==> config.mk <==
export PLATFORM = sky130hd
export DESIGN_NAME = upcc_top
export DESIGN_NICKNAME = d
export VERILOG_FILES = /design/src/hw/upcc_pkg.sv /design/src/hw/upcc_reload_if.sv /design/src/hw/upcc_sync.sv /design/src/hw/upcc_reload.sv /design/src/hw/upcc_top.sv
export SDC_FILE = /design/constraint.sdc
export NUM_CORES = 1
export LEC_CHECK = 0
export ABC_AREA = 1
export BUFFER_PORTS_ARGS = -buffer_cell sky130_fd_sc_hd__buf_2
export CAP_MARGIN = 10
export CORE_ASPECT_RATIO = 1.5
export CORE_MARGIN = 2
export CORE_UTILIZATION = 40
export CTS_CLUSTER_SIZE = 8
export DETAILED_ROUTE_END_ITERATION = 6
export PLACE_DENSITY = 0.72
export REMOVE_ABC_BUFFERS = 1
export SYNTH_ARGS = -nofsm -noshare
export SYNTH_HDL_FRONTEND = slang
export SYNTH_SLANG_ARGS = --single-unit
==> constraint.sdc <==
create_clock -name clk_i -period 2.1 [get_ports clk_i]
set_clock_uncertainty 0.1 [all_clocks]
set_input_delay 0.42 -clock clk_i [delete_from_list [all_inputs] [get_ports clk_i]]
set_output_delay 0.42 -clock clk_i [all_outputs]
set_load 0.02 [all_outputs]
==> src/hw/upcc_pkg.sv <==
// shared constants of the phy common-block control register.
// assumes a 32-bit classic wishbone bus with byte addresses.
package upcc_pkg;

  // ****************************************
  // register map
  // ****************************************
  localparam int          DATA_W      = 32;
  localparam logic [11:0] CTL_OFFSET  = 12'h000;
  localparam logic [31:0] CTL_RESET   = 32'h0001_0000;
  localparam logic [31:0] CTL_WR_MASK = 32'h818B_CA01;

  // ****************************************
  // field positions
  // ****************************************
  localparam int B_CLK_OFF   = 31;
  localparam int B_TEST_SEL  = 24;
  localparam int B_XTAL_GAIN = 23;
  localparam int B_REF_FREQ  = 19;
  localparam int B_CORE_RDY  = 18;
  localparam int B_LPM       = 17;
  localparam int B_PLL_EN    = 16;
  localparam int B_SUSP_N    = 15;
  localparam int B_XSUSP_N   = 14;
  localparam int B_PLL_OK    = 12;
  localparam int B_SS_EN     = 11;
  localparam int B_SS_OK     = 10;
  localparam int B_TIM_OFF   = 9;
  localparam int B_GATE_BYP  = 0;

  // ****************************************
  // status synchroniser lanes
  // ****************************************
  localparam int STAT_W      = 4;
  localparam int S_CORE      = 0;
  localparam int S_POR3V     = 1;
  localparam int S_PLL_OK    = 2;
  localparam int S_SS_OK     = 3;

endpackage : upcc_pkg

==> src/hw/upcc_reload_if.sv <==
// carries the lpm default reload from the image tracker to the register.
// assumes both ends run on the same clock.
interface upcc_reload_if;
  logic load;
  logic value;
  modport src (output load, output value);
  modport dst (input  load, input  value);
endinterface : upcc_reload_if

==> src/hw/upcc_sync.sv <==
// per-bit three-stage synchroniser for asynchronous status levels.
// assumes inputs are slow levels; a change counts once stages 2 and 3 agree.
module upcc_sync #(
  parameter int W = 1
) (
  input  wire logic         clk_i,
  input  wire logic         rst_i,
  input  wire logic [W-1:0] async_i,
  output logic      [W-1:0] sync_o
);
  initial begin
    if (W < 1) $error("upcc_sync: W must be at least 1");
  end

  for (genvar g = 0; g < W; g++) begin : g_bit
    logic s1;
    logic s2;
    logic s3;
    always_ff @(posedge clk_i) begin
      if (rst_i) begin
        s1 <= 1'b0;
        s2 <= 1'b0;
        s3 <= 1'b0;
      end else begin
        s1 <= async_i[g];
        s2 <= s1;
        s3 <= s2;
      end
    end
    always_ff @(posedge clk_i) begin
      if (rst_i) begin
        sync_o[g] <= 1'b0;
      end else if (s2 == s3) begin
        sync_o[g] <= s3;
      end
    end
  end
endmodule : upcc_sync

==> src/hw/upcc_reload.sv <==
// tracks the last loaded config image and issues lpm default reloads.
// assumes image, usb reset and lite reset strobes come from clk_i logic.
module upcc_reload (
  input  wire logic   clk_i,
  input  wire logic   rst_i,
  input  wire logic   image_load_i,
  input  wire logic   eeprom_present_i,
  input  wire logic   otp_present_i,
  input  wire logic   hs_mode_i,
  input  wire logic   eeprom_lpm_hs_i,
  input  wire logic   eeprom_lpm_fs_i,
  input  wire logic   otp_lpm_i,
  input  wire logic   usb_reset_i,
  input  wire logic   lite_reset_i,
  upcc_reload_if.src  rl
);
  logic image_bit;
  logic next_image_bit;

  // eeprom wins over otp; speed picks the eeprom variant; neither gives 0
  always_comb begin
    next_image_bit = 1'b0;
    if (eeprom_present_i) begin
      next_image_bit = hs_mode_i ? eeprom_lpm_hs_i : eeprom_lpm_fs_i;
    end else if (otp_present_i) begin
      next_image_bit = otp_lpm_i;
    end
  end

  always_ff @(posedge clk_i) begin
    if (rst_i) begin
      image_bit <= 1'b0;
    end else if (image_load_i) begin
      image_bit <= next_image_bit;
    end
  end

  always_ff @(posedge clk_i) begin
    if (rst_i) begin
      rl.load  <= 1'b0;
      rl.value <= 1'b0;
    end else begin
      rl.load  <= image_load_i | usb_reset_i | lite_reset_i;
      rl.value <= image_load_i ? next_image_bit : image_bit;
    end
  end
endmodule : upcc_reload

==> src/hw/upcc_top.sv <==
// common-block clock and power control register of a usb phy.
// assumes a classic wishbone master on clk_i and async analog status.
module upcc_top #(
  parameter int ADDR_W = 8
) (
  input  wire logic        clk_i,
  input  wire logic        rst_i,
  input  wire logic [ADDR_W-1:0] adr_i,
  input  wire logic [31:0] dat_i,
  output logic      [31:0] dat_o,
  input  wire logic        we_i,
  input  wire logic [3:0]  sel_i,
  input  wire logic        stb_i,
  input  wire logic        cyc_i,
  output logic             ack_o,
  input  wire logic        core_supply_ok_i,
  input  wire logic        por_3v_ok_i,
  input  wire logic        pll_usable_i,
  input  wire logic        ss_tx_pll_usable_i,
  input  wire logic        func_pll_enable_i,
  input  wire logic        func_shared_suspend_n_i,
  input  wire logic        func_crystal_suspend_n_i,
  input  wire logic        func_pll_fast_start_i,
  input  wire logic        local_suspend_n_i,
  input  wire logic        image_load_i,
  input  wire logic        eeprom_present_i,
  input  wire logic        otp_present_i,
  input  wire logic        hs_mode_i,
  input  wire logic        eeprom_lpm_hs_i,
  input  wire logic        eeprom_lpm_fs_i,
  input  wire logic        otp_lpm_i,
  input  wire logic        usb_reset_i,
  input  wire logic        lite_reset_i,
  output logic             common_reg_clk_en_o,
  output logic             shared_block_test_select_o,
  output logic             crystal_gain_select_o,
  output logic             pll_reference_freq_select_o,
  output logic             pll_fast_start_lpm_o,
  output logic             usb2_pll_enable_o,
  output logic             shared_suspend_n_o,
  output logic             crystal_suspend_n_o,
  output logic             afe_suspend_n_o,
  output logic             ss_tx_pll_enable_o,
  output logic             frontend_ready_timer_off_o,
  output logic             global_gating_bypass_o
);
  initial begin
    if (ADDR_W < 2 || ADDR_W > 12) $error("upcc_top: ADDR_W must be 2..12");
  end

  // ****************************************
  // status synchronisers and image reload
  // ****************************************
  logic [upcc_pkg::STAT_W-1:0] stat_raw;
  logic [upcc_pkg::STAT_W-1:0] stat;

  assign stat_raw[upcc_pkg::S_CORE]   = core_supply_ok_i;
  assign stat_raw[upcc_pkg::S_POR3V]  = por_3v_ok_i;
  assign stat_raw[upcc_pkg::S_PLL_OK] = pll_usable_i;
  assign stat_raw[upcc_pkg::S_SS_OK]  = ss_tx_pll_usable_i;

  upcc_sync #(
    .W (upcc_pkg::STAT_W)
  ) u_sync (
    .clk_i   (clk_i),
    .rst_i   (rst_i),
    .async_i (stat_raw),
    .sync_o  (stat)
  );

  upcc_reload_if rl ();

  upcc_reload u_reload (
    .clk_i            (clk_i),
    .rst_i            (rst_i),
    .image_load_i     (image_load_i),
    .eeprom_present_i (eeprom_present_i),
    .otp_present_i    (otp_present_i),
    .hs_mode_i        (hs_mode_i),
    .eeprom_lpm_hs_i  (eeprom_lpm_hs_i),
    .eeprom_lpm_fs_i  (eeprom_lpm_fs_i),
    .otp_lpm_i        (otp_lpm_i),
    .usb_reset_i      (usb_reset_i),
    .lite_reset_i     (lite_reset_i),
    .rl               (rl.src)
  );

  // ****************************************
  // wishbone slave
  // ****************************************
  logic        req;
  logic        hit;
  logic [31:0] lane_mask;
  logic [31:0] ctl;
  logic [31:0] next_ctl;
  logic [31:0] readback;

  assign req = cyc_i & stb_i & ~ack_o;
  assign hit = adr_i[ADDR_W-1:2] == upcc_pkg::CTL_OFFSET[ADDR_W-1:2];

  for (genvar b = 0; b < 4; b++) begin : g_lane
    assign lane_mask[8*b +: 8] = {8{sel_i[b]}};
  end

  // a write answers one cycle later; unmapped words ack with zero data
  always_ff @(posedge clk_i) begin
    if (rst_i) begin
      ack_o <= 1'b0;
    end else begin
      ack_o <= req;
    end
  end

  // reserved positions never store and status bits come from hardware
  always_comb begin
    next_ctl = ctl;
    if (req && we_i && hit) begin
      next_ctl = (ctl & ~(lane_mask & upcc_pkg::CTL_WR_MASK))
               | (dat_i & lane_mask & upcc_pkg::CTL_WR_MASK);
    end
    if (rl.load) begin
      // a hardware reload wins over a software write in the same cycle
      next_ctl[upcc_pkg::B_LPM] = rl.value;
    end
  end

  always_ff @(posedge clk_i) begin
    if (rst_i) begin
      ctl <= upcc_pkg::CTL_RESET;
    end else begin
      ctl <= next_ctl;
    end
  end

  always_comb begin
    readback = ctl & upcc_pkg::CTL_WR_MASK;
    // 3V power-on low forces the core ready indication low
    readback[upcc_pkg::B_CORE_RDY] = stat[upcc_pkg::S_CORE]
                                   & stat[upcc_pkg::S_POR3V];
    readback[upcc_pkg::B_PLL_OK]   = stat[upcc_pkg::S_PLL_OK];
    readback[upcc_pkg::B_SS_OK]    = stat[upcc_pkg::S_SS_OK];
  end

  always_ff @(posedge clk_i) begin
    if (rst_i) begin
      dat_o <= 32'h0000_0000;
    end else if (req && !we_i) begin
      dat_o <= hit ? readback : 32'h0000_0000;
    end
  end

  // ****************************************
  // common block drive
  // ****************************************
  logic clk_off;
  logic tsel;
  logic next_pll_en;
  logic next_susp_n;
  logic next_xsusp_n;
  logic next_lpm;

  assign clk_off = ctl[upcc_pkg::B_CLK_OFF];
  assign tsel    = ctl[upcc_pkg::B_TEST_SEL];

  // test select hands the pll and suspend controls to the register
  always_comb begin
    next_pll_en  = func_pll_enable_i;
    next_susp_n  = func_shared_suspend_n_i;
    next_xsusp_n = func_crystal_suspend_n_i;
    next_lpm     = func_pll_fast_start_i;
    if (tsel) begin
      next_pll_en  = ctl[upcc_pkg::B_PLL_EN];
      next_susp_n  = ctl[upcc_pkg::B_SUSP_N];
      next_xsusp_n = ctl[upcc_pkg::B_XSUSP_N];
      next_lpm     = ctl[upcc_pkg::B_LPM];
    end
  end

  always_ff @(posedge clk_i) begin
    if (rst_i) begin
      common_reg_clk_en_o <= 1'b1;
    end else begin
      common_reg_clk_en_o <= ~clk_off;
    end
  end

  // with its register clock gated the common block holds its last inputs
  always_ff @(posedge clk_i) begin
    if (rst_i) begin
      shared_block_test_select_o  <= 1'b0;
      crystal_gain_select_o       <= 1'b0;
      pll_reference_freq_select_o <= 1'b0;
      pll_fast_start_lpm_o        <= 1'b0;
      usb2_pll_enable_o           <= 1'b0;
      shared_suspend_n_o          <= 1'b0;
      crystal_suspend_n_o         <= 1'b0;
      ss_tx_pll_enable_o          <= 1'b0;
      frontend_ready_timer_off_o  <= 1'b0;
    end else if (!clk_off) begin
      shared_block_test_select_o  <= tsel;
      crystal_gain_select_o       <= ctl[upcc_pkg::B_XTAL_GAIN];
      pll_reference_freq_select_o <= ctl[upcc_pkg::B_REF_FREQ];
      pll_fast_start_lpm_o        <= next_lpm;
      usb2_pll_enable_o           <= next_pll_en;
      shared_suspend_n_o          <= next_susp_n;
      crystal_suspend_n_o         <= next_xsusp_n;
      ss_tx_pll_enable_o          <= ctl[upcc_pkg::B_SS_EN];
      frontend_ready_timer_off_o  <= ctl[upcc_pkg::B_TIM_OFF];
    end
  end

  // local suspend still works while the common block is gated
  always_ff @(posedge clk_i) begin
    if (rst_i) begin
      afe_suspend_n_o <= 1'b0;
    end else if (!clk_off) begin
      afe_suspend_n_o <= next_susp_n & local_suspend_n_i;
    end else begin
      afe_suspend_n_o <= shared_suspend_n_o & local_suspend_n_i;
    end
  end

  // chip-wide bypass stays live so a gated block can still be debugged
  always_ff @(posedge clk_i) begin
    if (rst_i) begin
      global_gating_bypass_o <= 1'b0;
    end else begin
      global_gating_bypass_o <= ctl[upcc_pkg::B_GATE_BYP];
    end
  end
endmodule : upcc_top

# After elaboration in Yosys (flattened, before gate mapping)
# Index checks and enable logic that the tools add are counted.
# totals
ff_bits	95
in_bits	67
output_inout_bits	45
# op_classes
eq_ne	4
n_mux	11
n_bitwise	13
reduce_logical	6
# op_table
cell	n
$and A32 B32 Y32	2
$mux W32	1
$not A32 Y32	1
$or A32 B32 Y32	1
$mux W18	1
$mux W1	9
$logic_not A6 Y1	1
$and A1 B1 Y1	5
$eq A1 B1 Y1	4
$logic_and A1 B1 Y1	3
$not A1 Y1	2
$or A1 B1 Y1	2
$reduce_bool A2 Y1	1
$logic_not A1 Y1	1

# Depth between registers and ports, before layout
# Gate-level depths: netlist of the first run.
# depth
ltp_word	6
ltp_mapped	7
mapped_depth_nobuf	7

# Modules after synthesis
# Synthesis of the first run repeated with hierarchy kept, for this count alone.
# unflattened
hier_cells	280
area_unflattened_um2	2180.8
# modules_own_cells
module	n_inst	cells_per_inst	area_each_um2	seq_area_each_um2
upcc_top	1	210	1600.3	760.7
upcc_sync	1	54	480.5	320.3
upcc_reload	1	16	100.1	40.0

# Worst setup path after synthesis of the first run
# No wires, ideal clock.
# synth_path
path_type	input -> register
from	input adr_i[5]
to	register (tool-made name)
arrival_time_ns	1.168
slack_ns	0.764
stages	6
path_buffers	1
cell_sequence	nor2_1 -> nand3_4 -> nor2_4 -> buf_6 -> nand3_1 -> a21oi_2
# synth_lines
item	line	source
from (decl)	upcc_top.sv:8	input wire logic [ADDR_W-1:0] adr_i,

# Worst setup path in the final report of the first run
# layout_path
from	register ack_o
to	register dat_o[31]
# layout_via
elab_chain_len	3
# layout_lines
item	line	source
from (decl)	upcc_top.sv:15	output logic ack_o,
from (signal assigned)	upcc_top.sv:110	ack_o <= req;
$not A1 Y1	upcc_top.sv:98	assign req = cyc_i & stb_i & ~ack_o;
$and A1 B1 Y1	upcc_top.sv:98	
$logic_and A1 B1 Y1	upcc_top.sv:147	end else if (req && !we_i) begin
to (signal assigned)	upcc_top.sv:148	dat_o <= hit ? readback : 32'h0000_0000;
to (decl)	upcc_top.sv:10	output logic [31:0] dat_o,
# No other way between the ends.
# A chain may end at the register's enable or synchronous reset.

==> flow_summary.ini, run 1 <==
[worst_setup_path]
worstSetupStartpointType = register
cp_max_fo = 15
cp-end-kind = register
cp_data_required_time_ns = 2.23
critical_path_class = register to register
cp.arrival_ns = 1.60

[timing]
rsz0062_at_grt = false
final_max_slew_viol_count = 0
fmax_mhz = 680
min_period_ns = 1.47
fin_crit_sh_pct = 70.0
tns_ns = 0
setup_viol = 0
finalHoldViolations = 0

[place]
place_area_sq_um = 2500
port_buffers = 70
placedCellCount = 403
dpl.hpwl_um = 3260
gp_congestion = 0.685

[outcome]
outcome = completed

[power]
p_leak_nw = 1.21
total_power_mw = 1.83
powerDensity_nw_per_um2 = 704
vdd_drop_max_mv = 0.298

[layout]
syn_to_final_growth_pct = 18.8
nets = 407
fin_util_pct = 48.4
antennaDiodeCount = 0
ff_latch_area_sq_um = 1120
fin_area_sq_um = 2600
final_cell_count_no_fill = 411
n_fill_cell = 558
drive_gt1_share_pct = 25.2
multi_input_area_sq_um = 826

[synthesis]
synth_area_sq_um = 2190
syn_avg_cell_area_sq_um = 8.02
synth_top_cells_by_count = dfxtp_1 (56), nand2_1 (42), nor2_1 (34)
yosysTopAreaCell = dfxtp_1
syn_inst = 273
ys_seq_area_share_pct = 51.2
synth_ff_type = dfxtp_1
netlist.area_leader.share_pct = 51.2
synth_cell_types = 26
synth_area_leaders = dfxtp_1 (51%), nand2_1 (7.2%), nand3_1 (6.6%)
synth-async-reset-ratio_pct = 0
synth-seq-cells = 56
yosysMostFrequentCell = dfxtp_1
ys.warnings.count = 0
synth_edf_count = 0

[global_routing]
grt_pass1_wl_um = 7390
track_usage_pct = 15.5
grt_remaining_overflow = 0
grt_pass1_vias = 1758
antenna_found_initial = 0
grt_start_max_net_pins = 39

[clocking]
cts_tree = done
post_cts_buffers = 0
clockBufferDepth = 2
cts.sinks = 56
htree_levels = 2
clk-insertion-delay-late_ns = 0.30
cts_resized = 0
cts-root-buf = clkbuf_8
cts-hold-fix-buffers = 0
path_clk_slew_ns = 0.10
numCtsBuffers = 5

[floorplanning]
die_x_um = 64.4
num_rows = 33
die_h_um = 94.6
core-area_sq_um = 5370
io_pins = 112
die-area_sq_um = 6090
start_util_pct = 40.8

[route]
drc = 0
via_per_inst = 4.58
route.vias.total = 1884
ant_nets = 0
avgRoutedWirePerCell_um = 10.6
drt_pre_antenna_iters = 4
drt-total-wl_um = 4340
drt_iter0_drc = 79

[min_path]
hp-class = input port to register

[run]
drv_cap = 0
[report_power, final]
group          switching (mW)  leakage [nW]  internal (mW)  total [mW]
registers             0.00809         0.455           1.08        1.09
clock network           0.323        0.0445          0.268       0.592
logic                  0.0983         0.713         0.0520       0.150
[area by class of cell]
type	count	area share, %
Clock buffer	7	3.32
Multi-Input combinational cell	177	31.8
Tap cell	70	3.37
Sequential cell	56	43.1
Inverter	28	4.04
Timing Repair Buffer	72	14.1
Clock inverter	1	0.289
[cell families (layout without fill, tap and decap cells)]
group / Yosys count / count (layout) / share of synthesized area [%]
AND/OR/NAND/NOR: 113 / 113 / 23.2
flip-flops: 56 / 56 / 51.2
other: 1 / 18 / 0.171
multiplexers: 1 / 1 / 0.457
buffers and inverters: 57 / 108 / 14.0
AO/OA/AOI/OAI: 45 / 45 / 11.0
[metrics by stage]
step,setup WS [ns],hold slack (ns)
6_report,0.629,0.213
5_1_grt,0.488,0.205
4_1_cts,0.637,0.203
3_5_place_dp,0.384,0.297
3_3_place_gp,0.410,0.289
2_1_floorplan,0.717,0.288
[cells in the final DEF, fill, tap and decap left out, types with 6 or more instances in the layout]
master / count
buf_2: 70
dfxtp_1: 56
nand2_1: 42
nor2_1: 34
nand3_1: 29
inv_1: 27
a21oi_1: 26
conb_1: 18
o21ai_0: 13
clkbuf_8: 6
[worst paths after layout]
kind | startpoint | to | slack (ns) | cells after the start
hold / removal | local_suspend_n_i | afe_suspend_n_o | 0.21 | 3
setup reg to reg | ack_o | dat_o[31] | 0.63 | 5
setup / recovery | ack_o | dat_o[31] | 0.63 | 5
hold reg to reg | u_sync.g_bit[1].s1 | u_sync.g_bit[1].s2 | 0.31 | 2
[per-layer routing]
layer  vias to the layer above  routed length (um)  global-route usage [%]
li1                        970                   -                       -
met1                       844                1720                    15.4
met2                        63                2240                    29.1
met3                         7                 308                    4.77
met4                         0                  70                    6.74
met5                         -                   0                       0
[critical path, stage by stage (launching register included)]
cell and delay, ns:
dfxtp_1 0.31, inv_1 0.07, nand3_1 0.13, nor2_4 0.34
inv_2 0.22, o31ai_1 0.22
Note: power is estimated with default switching activity, not from simulation.
==> inputs of run 2 (changes only) <==
ABC_AREA = 0   (was 1)
PLACE_DENSITY = 0.74   (was 0.72)
clock period = 1.3 ns   (was 2.1 ns; I/O delays follow)
==> run 2 against run 1 <==
Against the previous run:
- the flow now finishes with violations (negative setup slack)
- setup slack worse by 0.92 ns
- global-route usage is 0.49 points higher
- synthesized cell count is 14% lower
- combinational power is 93% higher
- sequential power is 61% higher
- non-clock buffer count is 15 higher
- first-iteration DRC count is 43% lower
- clock power is 65% higher
- sequential share of layout area is 5.0 points lower
- synthesized area is 0.91% higher
- count of clock-buffer cells in the layout is 1 lower
- critical endpoint is now dat_o[17]
- highest routed layer unchanged
==> flow_summary.ini, run 2 <==
[layout]
fin_util_pct = 54.4
final_cell_count_no_fill = 384
n_fill_cell = 493
fin_area_sq_um = 2940
final_common_cell = buf_2
layout_common_cells = buf_2 (70), dfxtp_1 (54), nand2_1 (40)
antennaDiodeCount = 0
syn_to_final_growth_pct = 33.3
drive_gt1_share_pct = 40.1
nets = 380

[clocking]
path_clk_slew_ns = 0.10
numCtsBuffers = 5
post_cts_buffers = 0
htree_levels = 2
cts-hold-fix-buffers = 0
cts_tree = done
clockBufferDepth = 2
clk-insertion-delay-late_ns = 0.31
cts.sinks = 56
cts-root-buf = clkbuf_8

[timing]
fmax_mhz = 627
setup_viol = 25
rsz0062_at_grt = true
fin_crit_sh_pct = 123
tns_ns = -5.37
finalHoldViolations = 0
final_max_slew_viol_count = 0
worst_slack_ns = -0.294
min_period_ns = 1.59
timing.hold.ws_ns = 0.0411

[worst_setup_path]
timing.rr.end = dat_o[17]
cp_data_required_time_ns = 1.42
crit_path_start = ack_o
r2r_start = ack_o
cp.arrival_ns = 1.72
reg2reg_depth = 4
regToRegSetupSlack_ns = -0.29
worstSetupStartpointType = register
critical_path_class = register to register
cp-end-kind = register
cp_max_fo = 7

[min_path]
holdCritStartpoint = local_suspend_n_i
hp-class = input port to register
holdPathEnd = afe_suspend_n_o
min_path_cells = 2

[synthesis]
syn_avg_cell_area_sq_um = 9.44
synth-async-reset-ratio_pct = 0
netlist.area_leader.share_pct = 50.8
synth_top_cells_by_count = dfxtp_1 (56), nand2_1 (40), buf_4 (18)
yosysTopAreaCell = dfxtp_1
synth_area_leaders = dfxtp_1 (51%), mux2i_1 (7.7%), nand2_1 (6.8%)
synth_cell_types = 28
ys_seq_area_share_pct = 50.8
ys.warnings.count = 0
syn_inst = 234
synth_ff_type = dfxtp_1
synth_area_sq_um = 2210
yosysMostFrequentCell = dfxtp_1
synth-seq-cells = 56
synth_edf_count = 0

[route]
drt_iter0_drc = 45
avgRoutedWirePerCell_um = 12.1
drt_pre_antenna_iters = 5
ant_nets = 0
via_per_inst = 4.53
drc = 0
route.vias.total = 1740
drt-total-wl_um = 4630

[floorplanning]
die-area_sq_um = 6140
core-area_sq_um = 5410
die_h_um = 95
num_rows = 33
start_util_pct = 40.8
die_x_um = 64.7
io_pins = 112

[outcome]
violations = negative setup slack
outcome = finished, violations left

[run]
drv_cap = 0

[place]
placedCellCount = 375
dpl.hpwl_um = 3380
dp_slack_ns = -0.678
place_area_sq_um = 2650
port_buffers = 70
gp_congestion = 0.827

[power]
p_leak_nw = 1.26
vdd_drop_max_mv = 0.693
total_power_mw = 3.03
powerDensity_nw_per_um2 = 1030

[global_routing]
grt_pass1_wl_um = 7470
grt_remaining_overflow = 0
grt_start_max_net_pins = 26
track_usage_pct = 16.0
grt_pass1_vias = 1704
antenna_found_initial = 0
-- run 2: cell count changes after synthesis, sizes merged, moves of 5 or more --
cell | previous run | this run
a21oi | 27 | 7
o21ai | 13 | 4
mux2i | 1 | 17
mux2 | 0 | 6
nand3 | 30 | 0
buf | 27 | 21
inv | 28 | 17
nor4 | 0 | 5
nor2b | 0 | 13
clkbuf | 2 | 11
nor2 | 36 | 11
o32ai | 0 | 14
-- run 2: logic make-up (layout without fill, tap and decap cells) --
kind of cell	count (synthesis)	after routing	synth area share (%)
compound gates	28	28	9.97
buf+inv	49	112	11.8
flops	56	56	50.8
mux	23	23	10.8
other cells	1	18	0.170
simple gates	77	77	16.5
-- run 2: worst max path at each step --
stage                 to  slack, ns
3_5_place_dp   dat_o[18]      -0.68
5_1_grt         register      -0.35
2_1_floorplan  dat_o[18]      -0.69
3_3_place_gp   dat_o[18]      -0.65
4_1_cts        dat_o[16]      -0.26
6_report       dat_o[17]      -0.29
-- run 2: cell type report --
type	count	area [sq um]	area share, %
clock buffers	6	82.6	2.81
clock inverters	2	13.8	0.468
inverters	17	63.8	2.17
multi-input cells	146	1070	36.2
flip-flops and latches	56	1120	38.2
well taps	70	87.6	2.98
repair buffers	87	505	17.2
-- run 2: worst max-delay path: stages, from the launching register on --
cell and delay, ns:
dfxtp_2 0.33, nand3b_1 0.19, or4_4 0.54, buf_8 0.17, o32ai_4 0.18
-- run 2: what timing repair did --
item	4_1_cts	5_1_grt
setup endpoints to repair	25	26
gates cloned	1	0
resized for setup	17	15
endpoints found under the hold margin	0	0
pin swaps	2	8
-- run 2: metal layers --
layer | track usage [%] | vias up | wire, um
met4 | 6.56 | 0 | 114
met1 | 16.7 | 769 | 1770
li1 | - | 896 | -
met2 | 28.7 | 64 | 2420
met3 | 5.72 | 11 | 328
met5 | 0 | - | 0
-- run 2: report_power, final --
group	internal [mW]	switching [mW]	total [mW]
combinational	0.113	0.177	0.290
clock	0.436	0.542	0.978
sequential	1.74	0.0135	1.76
